### src/pkg/sbp_defs.svh
`ifndef SBP_DEFS_SVH
`define SBP_DEFS_SVH
// Register byte offsets
`define SBP_PIN_LEVEL_OFF   6'h00
`define SBP_OUT_LATCH_OFF   6'h04
`define SBP_DIRECTION_OFF   6'h08
`define SBP_SHARED_LO_OFF   6'h0C
`define SBP_SHARED_HI_OFF   6'h10
`define SBP_WDT_CTRL_OFF    6'h14
`define SBP_PERIPH_CTRL_OFF 6'h18
// Field positions
`define SBP_SHARED_SEL_BIT  4
`define SBP_ASEL_PIN2_BIT   7
`define SBP_ASEL_PIN5_BIT   2
`define SBP_ASEL_PIN6_BIT   3
`define SBP_PMP_PLACE_BIT   0
`define SBP_PMP_A5_EN_BIT   1
`define SBP_COMPARATOR_REFERENCE_OUT_EN_BIT    2
`define SBP_CMP1_EN_BIT     3
`define SBP_USB_DIS_BIT     4
`define SBP_PMP_DIR_BIT     5
// Reset values
`define SBP_LATCH_RST       8'h00
`define SBP_DIR_RST         8'hFC
`define SBP_ASEL_LO_RST     8'h00
`define SBP_ASEL_HI_RST     8'h00
`define SBP_PERIPH_RST      8'h11
`define SBP_PORT_MASK       8'hFC
`endif

### src/pkg/sbp_pkg.sv
package sbp_pkg;
    // Bus slave phase
    typedef enum logic [0:0] {
        SBP_IDLE = 1'b0,
        SBP_ACK  = 1'b1
    } sbp_phase_t;

    typedef struct packed {
        sbp_phase_t  phase;
        logic [7:0]  latch;
        logic [7:0]  dir;
        logic [7:0]  asel_lo;
        logic [7:0]  asel_hi;
        logic [7:0]  dflt_lo;
        logic [7:0]  dflt_hi;
        logic [7:0]  wdt;
        logic [7:0]  periph;
        logic [7:0]  pin_sync;
        logic [7:0]  pin_out;
        logic [7:0]  pin_oe;
        logic        ss_in;
        logic [2:0]  pmd_in;
        logic [31:0] rdat;
        logic        ack;
    } sbp_state_t;
endpackage : sbp_pkg

### src/logic/sbp_port.sv
`timescale 1ns/1ns
`include "sbp_defs.svh"
// Notes on behaviour
// - An output pin drives its latch bit, unchanged by analog selection.
// - An input pin reads its buffered level unless the pin is analog.
// - After reset pins 2, 5 and 6 are analog inputs.
// - With the reference output on, pin 5 has no digital driver and its level bit reads zero.
// - Pins 3 and 4 are inputs only as port pins, else USB lines.
// - Placement bit 0 puts parallel data 0..2 on pins 7, 6, 5 over direction.
// - Parallel address line five drives pin 2 whatever its direction.
// - With direction 1, pin 7 feeds the serial slave select input.
// - Only bits 7..2 of level, latch and direction exist; 1..0 read zero.
// - Analog-select registers overlay defaults, visible while select bit 4 is 1.
// - Pins 3 and 4 are digital only with the USB disable bit set.
module sbp_port (
    input  wire logic        clk_i,
    input  wire logic        rst_i,
    // Register bus, classic single cycle, byte registers in the low lane
    input  wire logic        wb_cyc_i,
    input  wire logic        wb_stb_i,
    input  wire logic        wb_we_i,
    input  wire logic [5:0]  wb_adr_i,
    input  wire logic [3:0]  wb_sel_i,
    input  wire logic [31:0] wb_dat_i,
    output logic      [31:0] wb_dat_o,
    output logic             wb_ack_o,
    // Pads: level seen, value driven, drive enable
    input  wire logic [7:0]  pin_i,
    output logic      [7:0]  pin_o,
    output logic      [7:0]  pin_oe_o,
    // Peripherals that may take over pins
    input  wire logic        parallel_address_line_five_i,
    input  wire logic [2:0]  parallel_data_i,
    output logic      [2:0]  parallel_data_o,
    input  wire logic        comparator_one_result_i,
    input  wire logic        usb_dm_o_i,
    input  wire logic        usb_dp_o_i,
    input  wire logic        usb_oe_i,
    // Levels handed back to peripherals
    output logic             serial_slave_select_o,
    output logic             usb_transceiver_disable_o
);
    // ************************************************************
    // Port state
    // ************************************************************
    // All registers in one record; the pad outputs are part of it so that
    // every pin leaves the block straight from a flop
    sbp_pkg::sbp_state_t s_q, s_d;

    // ************************************************************
    // Combinational next state
    // ************************************************************
    // Helpers of the next-state process, each set before it is read
    logic       shared;
    logic [7:0] dig_ok;
    logic [7:0] eff_lo, eff_hi, wv, rv;
    logic       req;
    // One pass computes every next value; each local gets a value before use
    always_comb begin
        s_d    = s_q;
        shared = s_q.wdt[`SBP_SHARED_SEL_BIT];
        req    = wb_cyc_i && wb_stb_i && (s_q.phase == sbp_pkg::SBP_IDLE);
        wv     = wb_sel_i[0] ? wb_dat_i[7:0] : 8'h00;

        // Digital input qualifier per pin; a cleared select bit keeps the
        // pin analog, and reading it gives zero rather than a floating level
        dig_ok = 8'hFF;
        dig_ok[2] = s_q.asel_lo[`SBP_ASEL_PIN2_BIT];
        dig_ok[5] = s_q.asel_hi[`SBP_ASEL_PIN5_BIT]
                    && !s_q.periph[`SBP_COMPARATOR_REFERENCE_OUT_EN_BIT];
        dig_ok[6] = s_q.asel_hi[`SBP_ASEL_PIN6_BIT];
        dig_ok[3] = s_q.periph[`SBP_USB_DIS_BIT];
        dig_ok[4] = s_q.periph[`SBP_USB_DIS_BIT];

        // Level register; analog or disabled pins read zero
        // One flop of delay, so software sees the pad one cycle late
        s_d.pin_sync = pin_i & dig_ok & `SBP_PORT_MASK;
        s_d.ss_in    = s_q.dir[7] ? pin_i[7] : 1'b1;
        s_d.pmd_in   = {pin_i[5], pin_i[6], pin_i[7]};

        // Pin drive from latch, analog does not gate it
        // The analog path only taps the pad, so the driver stays on
        s_d.pin_out = s_q.latch & `SBP_PORT_MASK;
        s_d.pin_oe  = ~s_q.dir & `SBP_PORT_MASK;

        // USB owns pins 3 and 4 unless disabled; port use is input only
        // Transceiver enable comes from the USB block, never from direction
        if (s_q.periph[`SBP_USB_DIS_BIT]) begin
            s_d.pin_oe[4:3] = 2'b00;
        end else begin
            s_d.pin_out[4:3] = {usb_dp_o_i, usb_dm_o_i};
            s_d.pin_oe[4:3]  = {usb_oe_i, usb_oe_i};
        end

        // Parallel data placement; its own direction bit beats the port's
        // Comparator and reference come later, so they win on pins 7 and 5
        if (!s_q.periph[`SBP_PMP_PLACE_BIT]) begin
            s_d.pin_out[7] = parallel_data_i[0];
            s_d.pin_out[6] = parallel_data_i[1];
            s_d.pin_out[5] = parallel_data_i[2];
            s_d.pin_oe[7:5] = {3{s_q.periph[`SBP_PMP_DIR_BIT]}};
        end

        // Address line five owns pin 2 while in use
        if (s_q.periph[`SBP_PMP_A5_EN_BIT]) begin
            s_d.pin_out[2] = parallel_address_line_five_i;
            s_d.pin_oe[2]  = 1'b1;
        end

        // Comparator result has the last word on pin 7
        if (s_q.periph[`SBP_CMP1_EN_BIT]) begin
            s_d.pin_out[7] = comparator_one_result_i;
            s_d.pin_oe[7]  = 1'b1;
        end

        // Reference output needs the pad free of any digital driver
        if (s_q.periph[`SBP_COMPARATOR_REFERENCE_OUT_EN_BIT]) begin
            s_d.pin_oe[5] = 1'b0;
        end

        // Shared addresses select overlay or default register
        eff_lo = shared ? s_q.asel_lo : s_q.dflt_lo;
        eff_hi = shared ? s_q.asel_hi : s_q.dflt_hi;
        // Read mux; unmapped places read zero
        unique case (wb_adr_i)
            `SBP_PIN_LEVEL_OFF:   rv = s_q.pin_sync;
            `SBP_OUT_LATCH_OFF:   rv = s_q.latch;
            `SBP_DIRECTION_OFF:   rv = s_q.dir;
            `SBP_SHARED_LO_OFF:   rv = eff_lo;
            `SBP_SHARED_HI_OFF:   rv = eff_hi;
            `SBP_WDT_CTRL_OFF:    rv = s_q.wdt;
            `SBP_PERIPH_CTRL_OFF: rv = s_q.periph;
            default:              rv = 8'h00;
        endcase

        // Registered ack: one cycle after the request, dropped the cycle after
        s_d.ack = 1'b0;
        s_d.phase = sbp_pkg::SBP_IDLE;
        if (req) begin
            s_d.ack   = 1'b1;
            s_d.phase = sbp_pkg::SBP_ACK;
            s_d.rdat  = {24'h000000, rv};
            // Writes land at the request edge; only the low byte lane counts
            if (wb_we_i && wb_sel_i[0]) begin
                unique case (wb_adr_i)
                    `SBP_PIN_LEVEL_OFF,
                    `SBP_OUT_LATCH_OFF: s_d.latch = wv & `SBP_PORT_MASK;
                    `SBP_DIRECTION_OFF: s_d.dir = wv & `SBP_PORT_MASK;
                    `SBP_SHARED_LO_OFF: begin
                        if (shared) s_d.asel_lo = wv;
                        else s_d.dflt_lo = wv;
                    end
                    `SBP_SHARED_HI_OFF: begin
                        if (shared) s_d.asel_hi = wv;
                        else s_d.dflt_hi = wv;
                    end
                    `SBP_WDT_CTRL_OFF:    s_d.wdt = wv;
                    `SBP_PERIPH_CTRL_OFF: s_d.periph = wv;
                    default: ;
                endcase
            end
        end
    end

    // ************************************************************
    // State register
    // ************************************************************
    // Synchronous reset; outputs reach their reset values one edge in
    always_ff @(posedge clk_i) begin
        if (rst_i) begin
            // Pins 2, 5, 6 analog, all pins input, USB off, placement one
            s_q         <= '0;
            s_q.latch   <= `SBP_LATCH_RST;
            s_q.dir     <= `SBP_DIR_RST;
            s_q.asel_lo <= `SBP_ASEL_LO_RST;
            s_q.asel_hi <= `SBP_ASEL_HI_RST;
            s_q.periph  <= `SBP_PERIPH_RST;
            s_q.ss_in   <= 1'b1;
        end else begin
            s_q <= s_d;
        end
    end

    // ************************************************************
    // Outputs
    // ************************************************************
    // Outputs straight from flops; no gate between register and pin
    assign wb_dat_o                  = s_q.rdat;
    assign wb_ack_o                  = s_q.ack;
    assign pin_o                     = s_q.pin_out;
    assign pin_oe_o                  = s_q.pin_oe;
    assign parallel_data_o           = s_q.pmd_in;
    assign serial_slave_select_o     = s_q.ss_in;
    assign usb_transceiver_disable_o = s_q.periph[`SBP_USB_DIS_BIT];

    // ************************************************************
    // Checks
    // ************************************************************
    // Bus handshake
    ack_data_a: assert property (@(posedge clk_i) disable iff (rst_i)
        wb_ack_o |-> wb_dat_o[31:8] == 24'h000000) else $error("upper read lanes set");
    sel_refuse_a: assert property (@(posedge clk_i) disable iff (rst_i)
        (wb_cyc_i && wb_stb_i && !wb_ack_o && wb_we_i && !wb_sel_i[0])
        |=> $stable(s_q.latch) && $stable(s_q.dir)) else $error("write without lane");
    ack_one_cycle_a: assert property (@(posedge clk_i) disable iff (rst_i)
        wb_ack_o |=> !wb_ack_o) else $error("ack longer than one cycle");
    ack_follows_req_a: assert property (@(posedge clk_i) disable iff (rst_i)
        (wb_cyc_i && wb_stb_i && !wb_ack_o) |=> wb_ack_o) else $error("no ack");

    // Pin drive and read-back
    latch_drive_a: assert property (@(posedge clk_i) disable iff (rst_i)
        (!s_q.dir[6] && s_q.periph[`SBP_PMP_PLACE_BIT]) |=> (pin_oe_o[6] && pin_o[6] == $past(s_q.latch[6])))
        else $error("pin6 not driven from latch");
    analog_read_a: assert property (@(posedge clk_i) disable iff (rst_i)
        !s_q.asel_lo[`SBP_ASEL_PIN2_BIT] |=> !s_q.pin_sync[2]) else $error("analog pin2 read");
    reset_analog_a: assert property (@(posedge clk_i)
        $fell(rst_i) |-> (s_q.asel_hi[3:2] == 2'b00 && !s_q.asel_lo[7])) else $error("reset analog");
    comparator_reference_out_off_a: assert property (@(posedge clk_i) disable iff (rst_i)
        s_q.periph[`SBP_COMPARATOR_REFERENCE_OUT_EN_BIT] |=> !pin_oe_o[5] && !s_q.pin_sync[5])
        else $error("comparator_reference_out pin5 active");
    usb_input_a: assert property (@(posedge clk_i) disable iff (rst_i)
        s_q.periph[`SBP_USB_DIS_BIT] |=> pin_oe_o[4:3] == 2'b00) else $error("pin3/4 driven");
    addr_five_a: assert property (@(posedge clk_i) disable iff (rst_i)
        s_q.periph[`SBP_PMP_A5_EN_BIT] |=> pin_oe_o[2]) else $error("pin2 not address");
    low_bits_a: assert property (@(posedge clk_i) disable iff (rst_i)
        (s_q.latch[1:0] == 2'b00) && (pin_oe_o[1:0] == 2'b00)) else $error("low bits set");
    cmp_out_a: assert property (@(posedge clk_i) disable iff (rst_i)
        s_q.periph[`SBP_CMP1_EN_BIT] |=> pin_oe_o[7] && pin_o[7] == $past(comparator_one_result_i))
        else $error("comparator not on pin7");

    // Reset image of direction and peripheral control
    reset_dir_a: assert property (@(posedge clk_i)
        $fell(rst_i) |-> (s_q.dir == `SBP_DIR_RST && s_q.periph == `SBP_PERIPH_RST))
        else $error("reset image wrong");

    // Address line five value reaches pin 2
    addr_value_a: assert property (@(posedge clk_i) disable iff (rst_i)
        s_q.periph[`SBP_PMP_A5_EN_BIT] |=> pin_o[2] == $past(parallel_address_line_five_i))
        else $error("pin2 address value wrong");

    // Parallel data placement on pins 6 and 5, direction from its own bit
    pmd_place_a: assert property (@(posedge clk_i) disable iff (rst_i)
        !s_q.periph[`SBP_PMP_PLACE_BIT] |=> pin_o[6] == $past(parallel_data_i[1])
        && pin_o[5] == $past(parallel_data_i[2])
        && pin_oe_o[6] == $past(s_q.periph[`SBP_PMP_DIR_BIT]))
        else $error("parallel data not on pins");

    // Parallel data input taken from pins 5, 6 and 7
    pmd_sample_a: assert property (@(posedge clk_i) disable iff (rst_i)
        1'b1 |=> parallel_data_o == $past({pin_i[5], pin_i[6], pin_i[7]}))
        else $error("parallel data input wrong");

    // Slave select follows pin 7 while it is an input
    slave_select_a: assert property (@(posedge clk_i) disable iff (rst_i)
        s_q.dir[7] |=> serial_slave_select_o == $past(pin_i[7]))
        else $error("slave select not from pin7");

    // Closed overlay: a write to the shared low address leaves the selects alone
    overlay_closed_a: assert property (@(posedge clk_i) disable iff (rst_i)
        (wb_cyc_i && wb_stb_i && !wb_ack_o && wb_we_i
         && wb_adr_i == `SBP_SHARED_LO_OFF && !s_q.wdt[`SBP_SHARED_SEL_BIT])
        |=> s_q.asel_lo == $past(s_q.asel_lo))
        else $error("analog select written while hidden");

    // USB owns pins 3 and 4 and blocks their digital read while enabled
    usb_follow_a: assert property (@(posedge clk_i) disable iff (rst_i)
        !s_q.periph[`SBP_USB_DIS_BIT] |=> pin_oe_o[4:3] == {2{$past(usb_oe_i)}}
        && pin_o[4:3] == $past({usb_dp_o_i, usb_dm_o_i}) && s_q.pin_sync[4:3] == 2'b00)
        else $error("usb pins not under usb");

    // A set select bit lets pin 6 through to the level register
    digital_pin6_a: assert property (@(posedge clk_i) disable iff (rst_i)
        s_q.asel_hi[`SBP_ASEL_PIN6_BIT] |=> s_q.pin_sync[6] == $past(pin_i[6]))
        else $error("digital pin6 not read");

    // Unimplemented low bits of level and direction stay zero
    low_read_a: assert property (@(posedge clk_i) disable iff (rst_i)
        s_q.pin_sync[1:0] == 2'b00 && s_q.dir[1:0] == 2'b00) else $error("low bits read");

    // Per-pin level path: a pin reads high only if its pad was high
    for (genvar p = 2; p < 8; p++) begin : g_level
        level_src_a: assert property (@(posedge clk_i) disable iff (rst_i)
            1'b1 |=> !s_q.pin_sync[p] || $past(pin_i[p]))
            else $error("level bit without pad level");
    end

    // ************************************************************
    // Coverage
    // ************************************************************
    write_cov_a: cover property (@(posedge clk_i) wb_ack_o && wb_we_i);
    shared_cov_a: cover property (@(posedge clk_i) s_q.wdt[`SBP_SHARED_SEL_BIT] && wb_ack_o);
    pmp_cov_a: cover property (@(posedge clk_i) !s_q.periph[`SBP_PMP_PLACE_BIT]);
    usb_cov_a: cover property (@(posedge clk_i) !s_q.periph[`SBP_USB_DIS_BIT] && pin_oe_o[3]);
    comparator_reference_out_cov_a: cover property (@(posedge clk_i) s_q.periph[`SBP_COMPARATOR_REFERENCE_OUT_EN_BIT]);
endmodule : sbp_port

### config.mk
export PLATFORM = sky130hd
export DESIGN_NAME = sbp_port
export DESIGN_NICKNAME = d
export VERILOG_FILES = /design/src/pkg/sbp_pkg.sv /design/src/logic/sbp_port.sv
export VERILOG_INCLUDE_DIRS = /design/src /design/src/pkg
export SDC_FILE = /design/constraint.sdc
export NUM_CORES = 1
export LEC_CHECK = 0
export BUFFER_PORTS_ARGS = -buffer_cell sky130_fd_sc_hd__buf_2
export CORE_ASPECT_RATIO = 1.5
export CORE_MARGIN = 1.5
export CORE_UTILIZATION = 53
export DETAILED_ROUTE_END_ITERATION = 8
export PLACE_DENSITY = 0.87
export SLEW_MARGIN = 20
export SYNTH_ARGS = -nofsm -noshare
export SYNTH_HDL_FRONTEND = slang
export SYNTH_SLANG_ARGS = --single-unit
### constraint.sdc
create_clock -name clk_i -period 2.8 [get_ports clk_i]
set_input_delay 0.84 -clock clk_i [delete_from_list [all_inputs] [get_ports clk_i]]
set_output_delay 0.84 -clock clk_i [all_outputs]
set_load 0.05 [all_outputs]
==> summary by stage <==
Route
The length of the first detailed-routing pass in iterations is 5. Wire segments on met2 add up to about 5.7 mm in the final route. The first-iteration detailed-routing DRC count is roughly 340. The detailed router put a total of around 4 mm of wire on met1. The detail route stage leaves a number of antenna-violating nets equal to 0.

The final layout contains routed wiring with a total length of approximately 11 mm. In the final routed layout, each cell accounts on average for 16.85 microns. Signal routing reaches up to met4. The count of unresolved DRC violations after routing is 0. The total number of vias is ~3,700. The routed length on met3 is between 500 and 600 microns.

In the routed layout, each cell is associated on average with a via count of between 5 and 6.

Worst setup path
Tracing the worst setup path back leads to its startpoint at wb_adr_i[5]. The type of the worst setup path is primary input to flop. The type of destination of the critical path is a flop. STA classifies the critical path startpoint as a primary input. The cell count of the worst reg-to-reg path is 4.

In this run the register-to-register setup slack is about 860 ps. The required time of the critical path is between 3000 and 4000 ps. The worst endpoint data arrival time is 2650 ps. The endpoint identified for the worst register-to-register timing path is s_q[88]$_SDFFE_PP0P_. Of all nets on the critical path, the largest fanout is 16. The worst register-to-register path begins at s_q[125]$_SDFF_PP0_.

The capturing instance or port of the critical path is s_q[88]$_SDFFE_PP0P_.

Clock tree
The clock tree root buffer cell is clkbuf_16. The H-tree depth is 3. The clock drives between 80 and 90 sinks. The clock insertion delay at the later pin of the skew report is 350 ps. Clock-pin slew was measured on the worst setup and hold paths at approximately 60 ps. The post-CTS setup buffer count is 0. The TritonCTS clock tree is built. The number of clock buffers added by TritonCTS is 9. The post-cts resize count is 0. The clock tree buffer depth is 2.

The number of hold-repair buffers added at the cts stage is 0.

Global route
The total grt overflow is 0. Global routing consumed, over all layers together, about a quarter of the routing resources. The number of antenna violations at the first check in global routing is 0. The largest net degree at the start of global routing is between 40 and 50. The first-pass GRT wire length is around 17 mm.

The via count of the first global-routing pass came to between 3,000 and 4,000.

Synth
The most used flip-flop cell after synthesis is dfxtp_1. For this run, the register share of the synthesized area comes to roughly two fifths. The average cell area after synthesis is roughly 8.8 sq um. The total number of yosys warnings is 0. The synthesized design devotes to its leading area cell type 40.21% of total area. The synthesized netlist occupies a cell area of 4430 sq um. The distinct cell type count of the synthesized netlist is 48. In the post-synthesis netlist, the biggest area contributors are dfxtp_1 40%, buf_4 8.6%, mux2i_1 8.1%, o21ai_0 4.3%, a21oi_1 4.2%.

The synthesized netlist cell count is ~510. After synthesis, the share of flip-flops with an asynchronous set or reset is 0%. The synthesized design contains 0 enable-type register cells.

The synthesized design spends more area on one cell type than any other, namely dfxtp_1. The post-synthesis register bit count is between 80 and 90.

Cells and area
The summed area of non-filler cells in the final layout is 4795 sq um. The final antenna diode count is 0. The final cell count without fillers is 636. The area growth from synthesis to layout is 8.218%. The post-route netlist has 21.09% of its cells at a drive strength greater than 1.

Leaving out fill and tap cells, the most frequent cell in the layout is dfxtp_1. The library cells used most frequently in the layout, excluding fill and tap cells, are 89 x dfxtp_1, 59 x buf_2, 39 x nor2_1. The number of nets in the layout is 590.

Floorplan
The die is between 100 and 150 microns tall. After floorplanning, the core was sized to cover 8058 sq um. The initial cell density of the core is a little over half. The die covers between 8000 and 9000 sq um. After floorplanning, the core was divided into 40 placement rows. The number of placed I/O pins is about 120. The horizontal die dimension is approximately 78 microns.

STA
Adding up every negative setup slack in the final design gives 0 ps. For the pin with the worst max-slew slack, the measured transition is roughly 800 ps. The hold slack is 427.9 ps. Setup violations remaining at the end of the flow were counted as 0. The hold violation total from the final report is 0. The number of pins exceeding their max-slew limit in the final report came to 0.

The post-route clock period utilization is 86.47%. Counting I/O delays and the setup requirement, the final critical path takes around 2400 ps. Setup slack closes at 378.8 ps. Setup repair after global routing left no endpoint under its margin. The worst slew margin relative to its limit is approximately 47%. The highest attainable clock frequency is 413.0 MHz. The worst clock skew is ~5.3 ps.

Pwr
The worst-case IR drop observed on VDD is 471.1 uV. The net switching component of the power is approximately 680 uW. The internal power of the cells is just under 2000 uW. Combinational cells account for a little under a tenth of the total power. For this design the ratio of total power to cell area is ~550 nW/um^2. The clock share of power is 42.1%. The share of total power dissipated in sequential elements is around 49%.

The switching share of total power is ~26%. The static power due to leakage is approximately 0.0019 uW.

Placement
The cell area after placement is around 4500 sq um. Summed over all nets, the half-perimeter wirelength after detailed placement is 7.668 mm. The count of buffers added on input and output ports is 59. The final weighted congestion of routability-driven global placement is about 0.88. OpenSTA, run right after detailed placement, puts the worst setup slack at roughly 52 ps. The number of placed cells counting well taps is just over 600.

Worst hold path
The min-delay analysis places its worst path in the category flop to flop. The launch instance of the worst min-delay path is s_q[116]$_SDFFE_PP1P_.

Job
The max-capacitance violation count is 0.

Run status
The flow ran to the end, and the final reports show no timing, DRC or antenna violations.
-- synth_stat cells, types with 3 or more instances --
library cell	instances
buf_2	4
nand2_1	12
a22oi_1	3
nor2b_1	4
dfxtp_1	89
nand2b_1	3
nand3_1	34
clkbuf_1	32
a31oi_1	7
nor2_1	39
a21boi_0	4
a21o_1	5
nor3_1	14
or4_1	3
buf_6	4
o21ai_0	38
mux2_2	8
a221oi_1	5
a211o_1	8
and2_1	10
inv_1	9
and3_1	4
mux2i_1	36
and3b_1	4
nor3b_1	4
a21oi_1	37
nor4_4	3
buf_4	51
and2b_2	5
-- power groups by stage --
stage | Sequential, uW | Combinational (uW) | Clock [uW]
after floorplan | 1310 | 214 | 0
after global placement | 1300 | 240 | 0
after detailed placement | 1300 | 244 | 0
after CTS | 1280 | 245 | 1110
after global routing | 1280 | 259 | 1160
final | 1280 | 246 | 1110
-- layer usage --
| metal | up-vias | track usage [%] |
|---|---|---|
| met5 | - | 0 |
| met4 | 0 | 13.33 |
| met3 | 37 | 6.032 |
| met2 | 169 | 44.23 |
| met1 | 1771 | 26.18 |
| li1 | 1738 | - |
-- how the worst min path moves through the flow --
| stage | to | slack (ps) | cells after the start |
|---|---|---|---|
| after global placement | serial_slave_select_o$_SDFF_PP1_ | 400 | 1 |
| after global routing | serial_slave_select_o$_SDFF_PP1_ | 450 | 1 |
| final | serial_slave_select_o$_SDFF_PP1_ | 430 | 1 |
| after CTS | serial_slave_select_o$_SDFF_PP1_ | 430 | 1 |
| after detailed placement | serial_slave_select_o$_SDFF_PP1_ | 410 | 1 |
| after floorplan | serial_slave_select_o$_SDFF_PP1_ | 380 | 1 |
-- logic make-up (layout without fill, tap and decap cells) --
| group | after synthesis | in the layout | share of synthesized area [%] |
|---|---|---|---|
| AO/OA/AOI/OAI | 119 | 119 | 16.29 |
| buffers and inverters | 103 | 102 | 13.84 |
| flip-flops | 89 | 89 | 40.21 |
| multiplexers | 44 | 44 | 10.17 |
| other | 1 | 28 | 0.08464 |
| AND/OR/NAND/NOR | 149 | 149 | 19.40 |
-- worst max-delay path, cell delays in order --
cell     delay, ps
buf_2          170
or4_1          500
or4_1          740
o21ai_0        290
a21oi_1        100
-- through the flow --
stage	total power, uW	utilization, %
floorplan	1522	-
global placement	1544	56.23
detailed placement	1549	56.23
CTS	2633	59.50
global route	2695	59.50
finish	2630	59.50
-- state kept, by name (all words and copies together) (netlist names) --
name / cells
dig_ok: 2
pin_oe_o: 5
parallel_data_o: 3
serial_slave_select_o: 1
usb_transceiver_disable_o: 1
s_q: 63
wb_dat_o: 8
pin_o: 6
-- cell type report --
cell class,count,area (sq um)
clock buffer,13,250.2
clock inverter,2,13.76
fill,682,3263
inverter,10,37.54
multi-input combinational,340,2137
sequential,89,1782
tap,105,131.4
timing repair buffer,77,442.9
(Power assumes the default switching activity.)
